**src/hdl/minor_fault_defs.vh**
```
// Behaviour
// RULE_01 - A detected factor classed as a light alarm leaves the drive running, untripped, with a light-alarm indication.
// RULE_02 - The light-alarm signal is active whenever any light alarm is present.
// RULE_03 - A digital output terminal shows the light-alarm signal only when its function setting is 98.
// RULE_04 - The light-alarm selection is a 7-bit mask (0 to 127); a factor is a light alarm only where its bit is 1.
// RULE_05 - Mask bits 0..6 are overcycle, low current, wire break, feedback 1, feedback 2, loop 1 error, loop 2 error.
// RULE_06 - The overcycle factor rises once the slow-flow cycle count reaches its configured maximum.
// RULE_07 - The low-current factor rises when output current stays below its level for longer than its time.
// RULE_08 - A loop error factor rises when command minus feedback exceeds its level for longer than its timer.
// RULE_09 - Wire break and the two loop feedback warnings each raise their own factor.
// RULE_10 - With auto-reset on, a trip by an eligible factor is cleared automatically and operation restarts.
// RULE_11 - Trips are counted; once the count exceeds the retry number an alarm is issued and retries stop.
// RULE_12 - The retry number accepts 1 to 10, and 0 disables auto-reset.
// RULE_13 - Each auto-reset comes the reset interval (0.5 to 600.0 s) after entering the tripped state.
// RULE_14 - The retry counter clears after five minutes without any alarm.
// RULE_15 - The auto-reset selection is a 7-bit mask with the same bit layout; a 1 makes a factor eligible.
// RULE_16 - A detected factor whose light-alarm bit is 0 trips the drive and stops output.
`ifndef MINOR_FAULT_DEFS_VH
`define MINOR_FAULT_DEFS_VH

// Register byte offsets
`define RA_MINOR_SEL 8'h00
`define RA_RETRY_SEL 8'h04
`define RA_RETRY_LIMIT 8'h08
`define RA_RETRY_INTERVAL 8'h0c
`define RA_TERM_FIRST 8'h10
`define RA_TERM_LAST 8'h24
`define RA_UC_LEVEL 8'h28
`define RA_UC_TIME 8'h2c
`define RA_L1_LEVEL 8'h30
`define RA_L1_TIMER 8'h34
`define RA_L2_LEVEL 8'h38
`define RA_L2_TIMER 8'h3c
`define RA_OVERCYCLE 8'h40
`define RA_STATUS 8'h44
`define RA_IRQ_STATUS 8'h48
`define RA_IRQ_CLEAR 8'h4c
`define RA_IRQ_ENABLE 8'h50
`define RA_CONTROL 8'h54

// Factor bit positions
`define FB_OVERCYCLE 0
`define FB_LOW_CURRENT 1
`define FB_WIRE_BREAK 2
`define FB_FEEDBACK1 3
`define FB_FEEDBACK2 4
`define FB_LOOP1_ERR 5
`define FB_LOOP2_ERR 6

// Interrupt bit positions
`define IB_MINOR 0
`define IB_TRIP 1
`define IB_AUTO_RESET 2
`define IB_EXHAUSTED 3

// Reset values and limits
`define MASK_RESET 7'h00
`define LIMIT_RESET 4'h0
`define LIMIT_MAX 4'ha
`define INTERVAL_RESET 13'h0005
`define INTERVAL_MIN 13'h0005
`define INTERVAL_MAX 13'h1770
`define TERM_FUNC_MINOR 8'h62

// Timing: settings count in 0.1 s ticks
`define CLK_PERIOD_NS 100
`define TICK_PERIOD_NS 100000000
`define QUIET_TIME_S 300
`define QUIET_TICKS 12'hbb8

`endif

```
**src/hdl/qualify_timer.v**
```verilog
`default_nettype none

// Raises its flag once a condition has held for more than a set number of ticks
module qualify_timer (
  // Clock and reset
  input wire mclk,
  input wire rst_n,
  // Condition and timing
  input wire tick,
  input wire cond,
  input wire [15:0] limit,
  // Qualified flag
  output reg flag
);

  reg [15:0] cnt;

  // Count only while the condition stands; any gap restarts the wait
  always @(posedge mclk) begin
    if (!rst_n) begin
      cnt <= 16'h0000;
      flag <= 1'b0;
    end else if (!cond) begin
      cnt <= 16'h0000;
      flag <= 1'b0;
    end else begin
      if (tick && cnt != 16'hffff) begin
        cnt <= cnt + 16'h0001;
      end
      flag <= (cnt > limit); // Strictly longer than the set time
    end
  end

endmodule // qualify_timer

`default_nettype wire

```
**src/hdl/minor_fault_ctrl.v**
```verilog
// The register offsets and the APB slave port were decided locally.
`include "minor_fault_defs.vh"
`default_nettype none

module minor_fault_ctrl #(
  parameter TICK_CYCLES = `TICK_PERIOD_NS / `CLK_PERIOD_NS
) (
  // Clock and reset
  input wire MCLK_I,
  input wire RST_N_I,
  // APB slave
  input wire PSEL_I,
  input wire PENABLE_I,
  input wire PWRITE_I,
  input wire [7:0] PADDR_I,
  input wire [31:0] PWDATA_I,
  output reg [31:0] PRDATA_O,
  output reg PREADY_O,
  output reg PSLVERR_O,
  // Drive measurements and detector inputs
  input wire [15:0] OUT_CURRENT_I,
  input wire [15:0] LOOP1_CMD_I,
  input wire [15:0] LOOP1_FB_I,
  input wire [15:0] LOOP2_CMD_I,
  input wire [15:0] LOOP2_FB_I,
  input wire SLOW_FLOW_I,
  input wire CYCLE_DONE_I,
  input wire WIRE_BREAK_I,
  input wire FB1_WARN_I,
  input wire FB2_WARN_I,
  // Drive control
  output reg RUN_EN_O,
  output reg TRIP_O,
  output reg RESET_CMD_O,
  output reg RETRY_ALARM_O,
  // Light alarm and digital output terminals
  output reg MINOR_FAULT_O,
  output reg [5:0] DO_O,
  // Interrupt
  output reg IRQ_O
);

  localparam ST_RUN = 2'b00;
  localparam ST_WAIT = 2'b01;
  localparam ST_HOLD = 2'b10;

  // Magnitude of command minus feedback
  function [15:0] abs_diff;
    input [15:0] a;
    input [15:0] b;
    begin
      abs_diff = (a > b) ? (a - b) : (b - a);
    end
  endfunction

  // Software settings
  reg [6:0] minor_fault_select;
  reg [6:0] retry_factor_select;
  reg [3:0] retry_count_limit;
  reg [12:0] retry_interval;
  reg [7:0] term_func [0:5];
  reg [15:0] undercurrent_level;
  reg [15:0] undercurrent_time;
  reg [15:0] loop_one_error_level;
  reg [15:0] loop_one_error_timer;
  reg [15:0] loop_two_error_level;
  reg [15:0] loop_two_error_timer;
  reg [15:0] overcycle_setting_a;
  reg [3:0] irq_status;
  reg [3:0] irq_enable;

  // Block state
  reg [19:0] tick_cnt;
  reg tick;
  reg [15:0] cycle_cnt;
  reg overcycle;
  reg [1:0] state;
  reg tripped;
  reg exhausted;
  reg [4:0] trip_cnt;
  reg [12:0] ivl_cnt;
  reg [11:0] quiet_cnt;
  reg minor_prev;
  reg auto_reset_ev;
  reg exhaust_ev;
  reg trip_ev;
  reg [31:0] next_prdata;
  reg next_err;
  integer i;
  integer j;

  wire low_current;
  wire loop1_err;
  wire loop2_err;
  wire [6:0] factors;
  wire minor_now;
  wire [6:0] trip_cause;
  wire trip_req;
  wire eligible;
  wire [4:0] next_trip_cnt;
  wire acc;
  wire wr;
  wire [7:0] term_off;
  wire term_hit;
  wire [2:0] term_idx;
  wire manual_reset;
  wire [3:0] irq_event;

  // Slow APB slave: one wait state, so every access is two edges in access phase
  assign acc = PSEL_I & PENABLE_I & PREADY_O;
  assign wr = acc & PWRITE_I;
  assign term_off = PADDR_I - `RA_TERM_FIRST;
  assign term_hit = (PADDR_I >= `RA_TERM_FIRST) && (PADDR_I <= `RA_TERM_LAST) && (PADDR_I[1:0] == 2'b00);
  assign term_idx = term_off[4:2];
  assign manual_reset = wr && (PADDR_I == `RA_CONTROL) && PWDATA_I[0];

  // Timebase of 0.1 s, shared by every timed setting
  always @(posedge MCLK_I) begin
    if (!RST_N_I) begin
      tick_cnt <= 20'h00000;
      tick <= 1'b0;
    end else if (tick_cnt == TICK_CYCLES[19:0] - 20'h00001) begin
      tick_cnt <= 20'h00000;
      tick <= 1'b1;
    end else begin
      tick_cnt <= tick_cnt + 20'h00001;
      tick <= 1'b0;
    end
  end

  // Slow-flow cycle counter; the count restarts once flow is normal again
  always @(posedge MCLK_I) begin
    if (!RST_N_I) begin
      cycle_cnt <= 16'h0000;
      overcycle <= 1'b0;
    end else if (!SLOW_FLOW_I) begin
      cycle_cnt <= 16'h0000;
      overcycle <= 1'b0;
    end else begin
      if (CYCLE_DONE_I && cycle_cnt != 16'hffff) begin
        cycle_cnt <= cycle_cnt + 16'h0001;
      end
      overcycle <= (overcycle_setting_a != 16'h0000) && (cycle_cnt >= overcycle_setting_a); // RULE_06
    end
  end

  // Qualified detectors
  qualify_timer u_low_current (
    .mclk(MCLK_I),
    .rst_n(RST_N_I),
    .tick(tick),
    .cond(OUT_CURRENT_I < undercurrent_level), // RULE_07
    .limit(undercurrent_time),
    .flag(low_current)
  );

  qualify_timer u_loop1_err (
    .mclk(MCLK_I),
    .rst_n(RST_N_I),
    .tick(tick),
    .cond(abs_diff(LOOP1_CMD_I, LOOP1_FB_I) > loop_one_error_level), // RULE_08
    .limit(loop_one_error_timer),
    .flag(loop1_err)
  );

  qualify_timer u_loop2_err (
    .mclk(MCLK_I),
    .rst_n(RST_N_I),
    .tick(tick),
    .cond(abs_diff(LOOP2_CMD_I, LOOP2_FB_I) > loop_two_error_level), // RULE_08
    .limit(loop_two_error_timer),
    .flag(loop2_err)
  );

  // Factor vector in mask order
  assign factors = {loop2_err, loop1_err, FB2_WARN_I, FB1_WARN_I, WIRE_BREAK_I, low_current, overcycle}; // RULE_05 RULE_09

  // Masked factors are light alarms, the rest trip
  assign minor_now = |(factors & minor_fault_select); // RULE_01 RULE_04
  assign trip_cause = factors & ~minor_fault_select; // RULE_16
  assign trip_req = (state == ST_RUN) && (trip_cause != 7'h00);
  assign eligible = ((trip_cause & ~retry_factor_select) == 7'h00); // RULE_15
  assign next_trip_cnt = trip_cnt + 5'h01;

  // Retry sequencer; a manual reset from software wins in any tripped state
  always @(posedge MCLK_I) begin
    if (!RST_N_I) begin
      state <= ST_RUN;
      tripped <= 1'b0;
      exhausted <= 1'b0;
      trip_cnt <= 5'h00;
      ivl_cnt <= 13'h0000;
      quiet_cnt <= 12'h000;
      auto_reset_ev <= 1'b0;
      exhaust_ev <= 1'b0;
      trip_ev <= 1'b0;
    end else begin
      auto_reset_ev <= 1'b0;
      exhaust_ev <= 1'b0;
      trip_ev <= 1'b0;
      // Alarm-free time clears the retry counter
      if (state != ST_RUN || factors != 7'h00) begin
        quiet_cnt <= 12'h000;
      end else if (tick) begin
        if (quiet_cnt == `QUIET_TICKS - 12'h001) begin
          quiet_cnt <= 12'h000;
          trip_cnt <= 5'h00; // RULE_14
        end else begin
          quiet_cnt <= quiet_cnt + 12'h001;
        end
      end
      case (state)
        ST_RUN: begin
          if (trip_req) begin
            tripped <= 1'b1; // RULE_16
            trip_ev <= 1'b1;
            ivl_cnt <= 13'h0000;
            if (retry_count_limit == 4'h0 || !eligible) begin
              state <= ST_HOLD; // RULE_12
            end else if (next_trip_cnt <= {1'b0, retry_count_limit}) begin
              trip_cnt <= next_trip_cnt; // RULE_11
              state <= ST_WAIT; // RULE_10
            end else begin
              exhausted <= 1'b1; // RULE_11
              exhaust_ev <= 1'b1;
              state <= ST_HOLD;
            end
          end
        end
        ST_WAIT: begin
          if (manual_reset) begin
            tripped <= 1'b0;
            state <= ST_RUN;
          end else if (ivl_cnt >= retry_interval) begin
            tripped <= 1'b0; // RULE_13
            auto_reset_ev <= 1'b1; // RULE_10
            state <= ST_RUN;
          end else if (tick) begin
            ivl_cnt <= ivl_cnt + 13'h0001;
          end
        end
        ST_HOLD: begin
          if (manual_reset) begin
            tripped <= 1'b0;
            exhausted <= 1'b0;
            trip_cnt <= 5'h00;
            state <= ST_RUN;
          end
        end
        default: begin
          state <= ST_RUN;
          tripped <= 1'b0;
        end
      endcase
    end
  end

  // Registered drive and terminal outputs
  always @(posedge MCLK_I) begin
    if (!RST_N_I) begin
      RUN_EN_O <= 1'b0;
      TRIP_O <= 1'b0;
      RESET_CMD_O <= 1'b0;
      RETRY_ALARM_O <= 1'b0;
      MINOR_FAULT_O <= 1'b0;
      DO_O <= 6'h00;
      minor_prev <= 1'b0;
    end else begin
      RUN_EN_O <= !tripped; // RULE_01
      TRIP_O <= tripped;
      RESET_CMD_O <= auto_reset_ev;
      RETRY_ALARM_O <= exhausted;
      MINOR_FAULT_O <= minor_now; // RULE_02
      minor_prev <= minor_now;
      for (i = 0; i < 6; i = i + 1) begin
        DO_O[i] <= (term_func[i] == `TERM_FUNC_MINOR) && minor_now; // RULE_03
      end
    end
  end

  // Sticky interrupt status; a new event beats a clear in the same cycle
  assign irq_event = {exhaust_ev, auto_reset_ev, trip_ev, minor_now & ~minor_prev};
  always @(posedge MCLK_I) begin
    if (!RST_N_I) begin
      irq_status <= 4'h0;
      IRQ_O <= 1'b0;
    end else begin
      if (wr && PADDR_I == `RA_IRQ_CLEAR) begin
        irq_status <= (irq_status & ~PWDATA_I[3:0]) | irq_event;
      end else begin
        irq_status <= irq_status | irq_event;
      end
      IRQ_O <= |(irq_status & irq_enable);
    end
  end

  // Register writes; out-of-range retry settings are clamped
  always @(posedge MCLK_I) begin
    if (!RST_N_I) begin
      minor_fault_select <= `MASK_RESET;
      retry_factor_select <= `MASK_RESET;
      retry_count_limit <= `LIMIT_RESET;
      retry_interval <= `INTERVAL_RESET;
      undercurrent_level <= 16'h0000;
      undercurrent_time <= 16'h0000;
      loop_one_error_level <= 16'hffff;
      loop_one_error_timer <= 16'h0000;
      loop_two_error_level <= 16'hffff;
      loop_two_error_timer <= 16'h0000;
      overcycle_setting_a <= 16'h0000;
      irq_enable <= 4'h0;
      for (j = 0; j < 6; j = j + 1) begin
        term_func[j] <= 8'h00;
      end
    end else if (wr) begin
      case (PADDR_I)
        `RA_MINOR_SEL: minor_fault_select <= PWDATA_I[6:0]; // RULE_04
        `RA_RETRY_SEL: retry_factor_select <= PWDATA_I[6:0]; // RULE_15
        `RA_RETRY_LIMIT: begin
          retry_count_limit <= (PWDATA_I[31:0] > {28'h0000000, `LIMIT_MAX}) ? `LIMIT_MAX : PWDATA_I[3:0]; // RULE_12
        end
        `RA_RETRY_INTERVAL: begin
          if (PWDATA_I[31:0] < {19'h00000, `INTERVAL_MIN}) begin
            retry_interval <= `INTERVAL_MIN; // RULE_13
          end else if (PWDATA_I[31:0] > {19'h00000, `INTERVAL_MAX}) begin
            retry_interval <= `INTERVAL_MAX;
          end else begin
            retry_interval <= PWDATA_I[12:0];
          end
        end
        `RA_UC_LEVEL: undercurrent_level <= PWDATA_I[15:0];
        `RA_UC_TIME: undercurrent_time <= PWDATA_I[15:0];
        `RA_L1_LEVEL: loop_one_error_level <= PWDATA_I[15:0];
        `RA_L1_TIMER: loop_one_error_timer <= PWDATA_I[15:0];
        `RA_L2_LEVEL: loop_two_error_level <= PWDATA_I[15:0];
        `RA_L2_TIMER: loop_two_error_timer <= PWDATA_I[15:0];
        `RA_OVERCYCLE: overcycle_setting_a <= PWDATA_I[15:0];
        `RA_IRQ_ENABLE: irq_enable <= PWDATA_I[3:0];
        default: begin
          if (term_hit) begin
            term_func[term_idx] <= PWDATA_I[7:0];
          end
        end
      endcase
    end
  end

  // Read mux and unmapped-address error
  always @* begin
    next_prdata = 32'h00000000;
    next_err = 1'b0;
    case (PADDR_I)
      `RA_MINOR_SEL: next_prdata[6:0] = minor_fault_select;
      `RA_RETRY_SEL: next_prdata[6:0] = retry_factor_select;
      `RA_RETRY_LIMIT: next_prdata[3:0] = retry_count_limit;
      `RA_RETRY_INTERVAL: next_prdata[12:0] = retry_interval;
      `RA_UC_LEVEL: next_prdata[15:0] = undercurrent_level;
      `RA_UC_TIME: next_prdata[15:0] = undercurrent_time;
      `RA_L1_LEVEL: next_prdata[15:0] = loop_one_error_level;
      `RA_L1_TIMER: next_prdata[15:0] = loop_one_error_timer;
      `RA_L2_LEVEL: next_prdata[15:0] = loop_two_error_level;
      `RA_L2_TIMER: next_prdata[15:0] = loop_two_error_timer;
      `RA_OVERCYCLE: next_prdata[15:0] = overcycle_setting_a;
      `RA_STATUS: next_prdata = {16'h0000, trip_cnt[3:0], 1'b0, exhausted, tripped, minor_now, 1'b0, factors};
      `RA_IRQ_STATUS: next_prdata[3:0] = irq_status;
      `RA_IRQ_CLEAR: next_prdata = 32'h00000000;
      `RA_IRQ_ENABLE: next_prdata[3:0] = irq_enable;
      `RA_CONTROL: next_prdata = 32'h00000000;
      default: begin
        if (term_hit) begin
          next_prdata[7:0] = term_func[term_idx];
        end else begin
          next_err = 1'b1;
        end
      end
    endcase
  end

  // Ready rises on the first access-phase edge and drops after the taken edge
  always @(posedge MCLK_I) begin
    if (!RST_N_I) begin
      PREADY_O <= 1'b0;
      PRDATA_O <= 32'h00000000;
      PSLVERR_O <= 1'b0;
    end else begin
      PREADY_O <= PSEL_I & PENABLE_I & ~PREADY_O;
      if (PSEL_I & PENABLE_I & ~PREADY_O) begin
        PRDATA_O <= PWRITE_I ? 32'h00000000 : next_prdata;
        PSLVERR_O <= next_err;
      end else begin
        PSLVERR_O <= 1'b0;
      end
    end
  end

endmodule // minor_fault_ctrl

`default_nettype wire

```
**config.mk**
```make
export PLATFORM = sky130hd
export DESIGN_NAME = minor_fault_ctrl
export DESIGN_NICKNAME = d
export VERILOG_FILES = /design/src/hdl/qualify_timer.v /design/src/hdl/minor_fault_ctrl.v
export VERILOG_INCLUDE_DIRS = /design/src /design/src/hdl
export SDC_FILE = /design/constraint.sdc
export NUM_CORES = 1
export LEC_CHECK = 0
export BUFFER_PORTS_ARGS = -buffer_cell sky130_fd_sc_hd__buf_4
export CORE_UTILIZATION = 39
export DETAILED_ROUTE_END_ITERATION = 8
export SLEW_MARGIN = 30
export SYNTH_ARGS = -nofsm -noshare
export SYNTH_HDL_FRONTEND = slang
export SYNTH_SLANG_ARGS = --single-unit
```
**constraint.sdc**
```tcl
create_clock -name MCLK_I -period 4.6 [get_ports MCLK_I]
set_input_delay 0.92 -clock MCLK_I [delete_from_list [all_inputs] [get_ports MCLK_I]]
set_output_delay 0.92 -clock MCLK_I [all_outputs]
set_load 0.05 [all_outputs]
```
Yosys cells after proc, flatten, opt, wreduce, memory -nomap -nowiden
Memories as Yosys holds them, arrays and structs flattened.
Cells that the tools add are included.

operators by class
  $add $sub $neg = 13
  magnitude comparators = 16
  equal/unequal tests = 37
  mux-type cells = 57
  bitwise logic cells = 22
  reduce and logical (&&, ||, !) cells = 64

operators by type and width
  cell                                                   count
  > comparator 16 bit                                    7
  == test 8 x 7 -> 1 bit (second input constant)         12
  2-to-1 mux 13 bit                                      6
  adder 16 x 1 -> 16 bit (second input constant)         4
  inequality test 16 bit (second input constant)         4
  subtractor 16 bit                                      4
  case mux 4 bit (15 select lines)                       1
  == test 8 x 6 -> 1 bit (second input constant)         6
  2-to-1 mux 16 bit                                      3
  case mux 5 bit (9 select lines)                        1
  case mux 3 bit (12 select lines)                       1
  2-to-1 mux 5 bit                                       7
  AND reduction 2 bit                                    17
  > comparator 32 x 13 -> 1 bit (second input constant)  1
  > comparator 32 x 4 -> 1 bit (second input constant)   1
  < comparator 32 x 3 -> 1 bit (second input constant)   1
  case mux 13 bit (2 select lines)                       1
  case mux 3 bit (8 select lines)                        1
  bitwise AND 7 bit                                      3
  adder 20 x 1 -> 20 bit (second input constant)         1
  == test 20 bit (second input constant)                 1
  2-to-1 mux 1 bit                                       19
  OR reduction 18 bit                                    1
  logical AND 1 bit                                      17
  other kinds (51)                                       89

storage, ports and cells
  register bits after elaboration = 323
  memory bits (writable) = 48
  input port bits = 130
  word-level logic and storage cells = 252
  memories kept = 1

memory list
  memory     words  width  rd ports  clocked after Yosys merged registers in  write ports  RTL line               text
  term_func  6      8      7         0                                        6            minor_fault_ctrl.v:61  reg [7:0] term_func [0:5];

Longest topological paths before layout
  word-level depth = 10
  mapped depth = 23

By module
Synthesis repeated with hierarchy kept, for this count alone.

unflattened totals
  cells, all modules = 2824
  area total of the unflattened synthesis = 23535.1 um^2

by module, submodules not included
  module            instances  cells each  area an instance (um^2)
  minor_fault_ctrl  1          2350        19725.2
  qualify_timer     3          158         1270.0

Worst setup path after synthesis
Ideal clock, no wire load.

  path type = input to register
  start = in LOOP1_CMD_I[0]
  end = reg u_loop1_err.cnt[10]
  setup time = 0.117 ns
  arrival time = 4.533 ns
  required time = 4.483 ns
  setup slack = -0.050 ns
  stages on the path = 22
  buffers on the path = 3
  cells stage by stage = inv_1 ha_1 inv_1 fa_1 a21o_1 a221o_1 o21a_1 nor2_4 nor2_8 buf_6 a21oi_1 xor2_1 ha_1 a21o_1 a21o_1 a21oi_1 o21ai_0 a221oi_1 a221o_1 clkbuf_1 buf_2 nor2_1

between the ends
  longest elaborated chain between the ends = 4

ends and longest elaborated chain
  item                                                             RTL line                text
  from (decl)                                                      minor_fault_ctrl.v:22   input wire [15:0] LOOP1_CMD_I,
  subtractor 16 bit / > comparator 16 bit (equally long branches)  minor_fault_ctrl.v:52   abs_diff = (a > b) ? (a - b) : (b - a);
  2-to-1 mux 16 bit (*)                                            minor_fault_ctrl.v:52
  > comparator 16 bit (*)                                          minor_fault_ctrl.v:161  .cond(abs_diff(LOOP1_CMD_I, LOOP1_FB_I) > loop_one_error_level),
  AND reduction 2 bit (no source line) (*)                         -
  to (signal assigned)                                             qualify_timer.v:28      cnt <= cnt + 16'h0001;
  to (decl)                                                        qualify_timer.v:16      reg [15:0] cnt;

Mark *: on every way between the ends. The rest lies on a longest branch, timed or not.
A chain may end at the register's enable or synchronous reset.

Worst setup path in the final report
  start = in LOOP2_CMD_I[0]
  end = reg u_loop2_err.cnt[4]

between the ends
  longest elaborated chain between the ends = 4

ends and longest elaborated chain
  item                                                             RTL line                text
  from (decl)                                                      minor_fault_ctrl.v:24   input wire [15:0] LOOP2_CMD_I,
  subtractor 16 bit / > comparator 16 bit (equally long branches)  minor_fault_ctrl.v:52
  2-to-1 mux 16 bit (*)                                            minor_fault_ctrl.v:52
  > comparator 16 bit (*)                                          minor_fault_ctrl.v:170  .cond(abs_diff(LOOP2_CMD_I, LOOP2_FB_I) > loop_two_error_level),
  AND reduction 2 bit (no source line) (*)                         -
  to (signal assigned)                                             qualify_timer.v:28
  to (decl)                                                        qualify_timer.v:16

Marks and branches as above.

==> results.yml <==
job:
  maxCapViolCount: 0
timing:
  min_period_ns: 4.25
  slew_headroom_pct: 34.5
  max_slew.worst_pin.slew_ns: 0.981
  hold_viol: 0
  finalSetupViolCount: 0
  rsz0062_at_grt: "no"
  drv_slew: 0
  max_freq_mhz: 235
  finalClockSkew_ns: 0.0143
  post-route-period-util_pct: 92.4
logic_synthesis:
  yosysWarnings: 0
  synth_edf_count: 62
  synth-xor-area-share_pct: 4.51
  synth.avg_cell_area_um2: 8.37
  postSynthCellCount: 2736
  yosysTopAreaCell: "dfxtp_1"
  synth.area.top_cells: "dfxtp_1, ha_1, edfxtp_1, nand2_1, a21oi_1"
  synth-adder-area-share_pct: 11.2
  yosys.area_share.simple_pct: 21.5
  synthArstFlopShare_pct: 0
  synthDominantCellAreaShare_pct: 26.8
  synth_top_family_by_area: "simple AND/OR/NAND/NOR gates"
  synth_compound_area_share_pct: 16.3
  mappedNetlistArea_um2: 22900
  ys_seq_area_share_pct: 35.0
  yosysUniqueCellTypes: 94
  ys.flop_type: "dfxtp_1"
  ys_seq_elements: 369
  synthMuxAreaShare_pct: 4.82
grt:
  grt_pass1_vias: 20827
  grtUsageTotal_pct: 25.3
  grt_first_pass_wirelength_um: 119000
  antenna_found_initial: 4
  grt_start_max_net_pins: 48
  grt_remaining_overflow: 0
cts:
  clk_transition_reported_paths_ns: 0.06
  cts_tree: "yes"
  clock_sinks: 369
  clockBufferDepth: 3
  cts_root_buffer: "clkbuf_16"
  cts_hold_buf: 0
  cts_buffers: 40
  cts_max_level: 2
  insertion_delay_ns: 0.57
die:
  start_util_pct: 39.6
  placementRows: 88
  die_w_um: 244
  core_area_um2: 57800
  dieHeight_um: 244
  dieArea_um2: 59700
  ios: 176
finish:
  drive_above_1_share_pct: 14.3
  fin_util_pct: 46.4
  regArea_um2: 8010
  antennaDiodeCount: 0
  area_growth_pct: 17.3
  n_fill_cell: 5681
  post-route-cell-area_um2: 26800
  multiInputGateArea_um2: 13500
  final_common_cell: "nand2_1"
  mostFrequentLayoutCells: "nand2_1, dfxtp_1, buf_4"
  num-nets-final: 3287
  final_cells: 3749
placed_design:
  dp_cells: 3678
  hpwl_um: 58400
  place_congestion: 0.997
  place.port_buffers: 159
  dpl_cell_area_um2: 25500
route:
  postRouteAntennaNets: 0
  drtIter0Drc: 1712
  wl_per_cell_um: 20.3
  route.detailed.drc: 0
  vias_per_cell: 5.61
  vias: 21049
  dr.pass1.iters: 8
  drt-total-wl_um: 76300
setup_path:
  critPathMostFrequentCell: "buf_4"
  r2r.worst_path.cells: 7
  worstSetupPathType: "in -> reg"
  worst-r2r-setup-slack_ns: 1.81
  worstPathRequired_ns: 5.09
  crit_start: "LOOP2_CMD_I[0]"
  arrival_ns: 4.74
  cp_max_fo: 11
  r2r_end: "term_func[1][4]"
  endpoint_kind: "flop"
  worst_path_max_delay_cell: "or2_2"
  critPathLaunchType: "input port"
  cpPeakStageDelay_ns: 0.33
  crit_chain: "buf_4, inv_1, ha_1, inv_1, fa_1, a21oi_1, o21ai_0, nand2_1, a211o_1, a21o_2, buf_4, o21ai_0, xnor2_1, ha_1, nand4_1, or2_2, a211o_1, o211ai_1, o311ai_2, buf_4, nor2_1"
  crit-reg2reg-launch: "PREADY_O"
run_status:
  status: "finished, final reports clean"
power_and_ir_drop:
  power_density_nw_per_um2: 290
  ir_drop_mv: 0.249
  leakage_nw: 10.8
worst_hold_path:
  hold_path.class: "reg -> reg"
  whs_endpoint: "irq_status[1]"
  holdPathStages: 2
  min-delay-start: "trip_ev"
[cells in the mapped netlist (35+ instances only)]
cell type	count
nand2_1	364
and2_1	63
buf_2	35
a21o_1	40
nor2_1	236
o21ai_0	99
nand3_1	62
dfxtp_1	307
xnor2_1	53
ha_1	198
mux2i_1	63
o211ai_1	44
inv_1	210
nand4_1	70
clkbuf_1	78
nor3_1	39
xor2_1	65
edfxtp_1	62
a21oi_1	192
[sequential cells by signal (all words and copies together) (netlist names), 5 cells and up]
name and cells:
retry_interval 13, cycle_cnt 16, loop_one_error_timer 16, overcycle_setting_a 16, loop_two_error_level 16, loop_two_error_timer 16, DO_O 6, loop_one_error_level 16
minor_fault_select 7, quiet_cnt 12, ivl_cnt 13, term_func 62, undercurrent_level 16, u_low_current.cnt 16, trip_cnt 5, u_loop2_err.cnt 16
undercurrent_time 16, PRDATA_O 16, tick_cnt 20, u_loop1_err.cnt 16, retry_factor_select 7
[area by class of cell]
type                    instances  share of cell area, %
multi-input cells            2036                   50.3
flip-flops and latches        369                   29.8
repair buffers                297                   8.44
clock buffers                  56                   4.29
well taps                     765                   3.57
inverters                     211                   2.96
clock inverters                15                  0.652
[how the worst max path moves through the flow]
stage / end / slack, ns
floorplan: u_loop1_err.cnt[10] / 0.04
finish: u_loop2_err.cnt[4] / 0.35
detailed placement: u_loop2_err.cnt[4] / -0.36
global placement: u_loop2_err.cnt[2] / -0.19
global route: u_loop2_err.cnt[3] / 0.05
CTS: u_loop2_err.cnt[4] / 0.24
[where the power goes]
part           internal (mW)  switching (mW)
registers               3.31          0.0225
logic                  0.481           0.672
clock network           1.97            1.33
[layer usage]
layer  vias to the layer above  GRT usage [%]  wire, µm
li1                      10009              -         -
met1                     10139           32.9     33200
met2                       734           41.6     35100
met3                       159           4.19      4970
met4                         8           10.1      2920
met5                         -              0        53
[critical path, delay by kind of cell]
kind	cells	cell delay [ns]
AND/OR/NAND/NOR	4	0.67
adder cells (fa/ha/maj)	3	0.71
AO/OA/AOI/OAI	8	1.70
XOR/XNOR	1	0.11
buffers and inverters	5	0.63
[cells by family after synthesis]
group           after synthesis
simple gates               1018
compound gates              582
flops                       369
buf+inv                     360
fa+ha+maj                   202
xor+xnor                    118
mux                          86
other cells                   1
[metrics by stage]
stage	setup slack (ns)	power [mW]	hold slack, ns	setup TNS [ns]
after global placement	-0.189	4.52	0.422	-2.78
final	0.351	7.78	0.441	0
after detailed placement	-0.358	4.54	0.436	-6.32
after floorplan	0.0401	4.09	0.413	0
after CTS	0.236	7.84	0.452	0
after global routing	0.0451	8.08	0.456	0
[repair_timing]
item,4_1_cts,5_1_grt
buffers inserted,0,0
gates resized for setup,0,1
setup endpoints to repair,0,16
No activity file was read; power rests on OpenSTA's default activity.
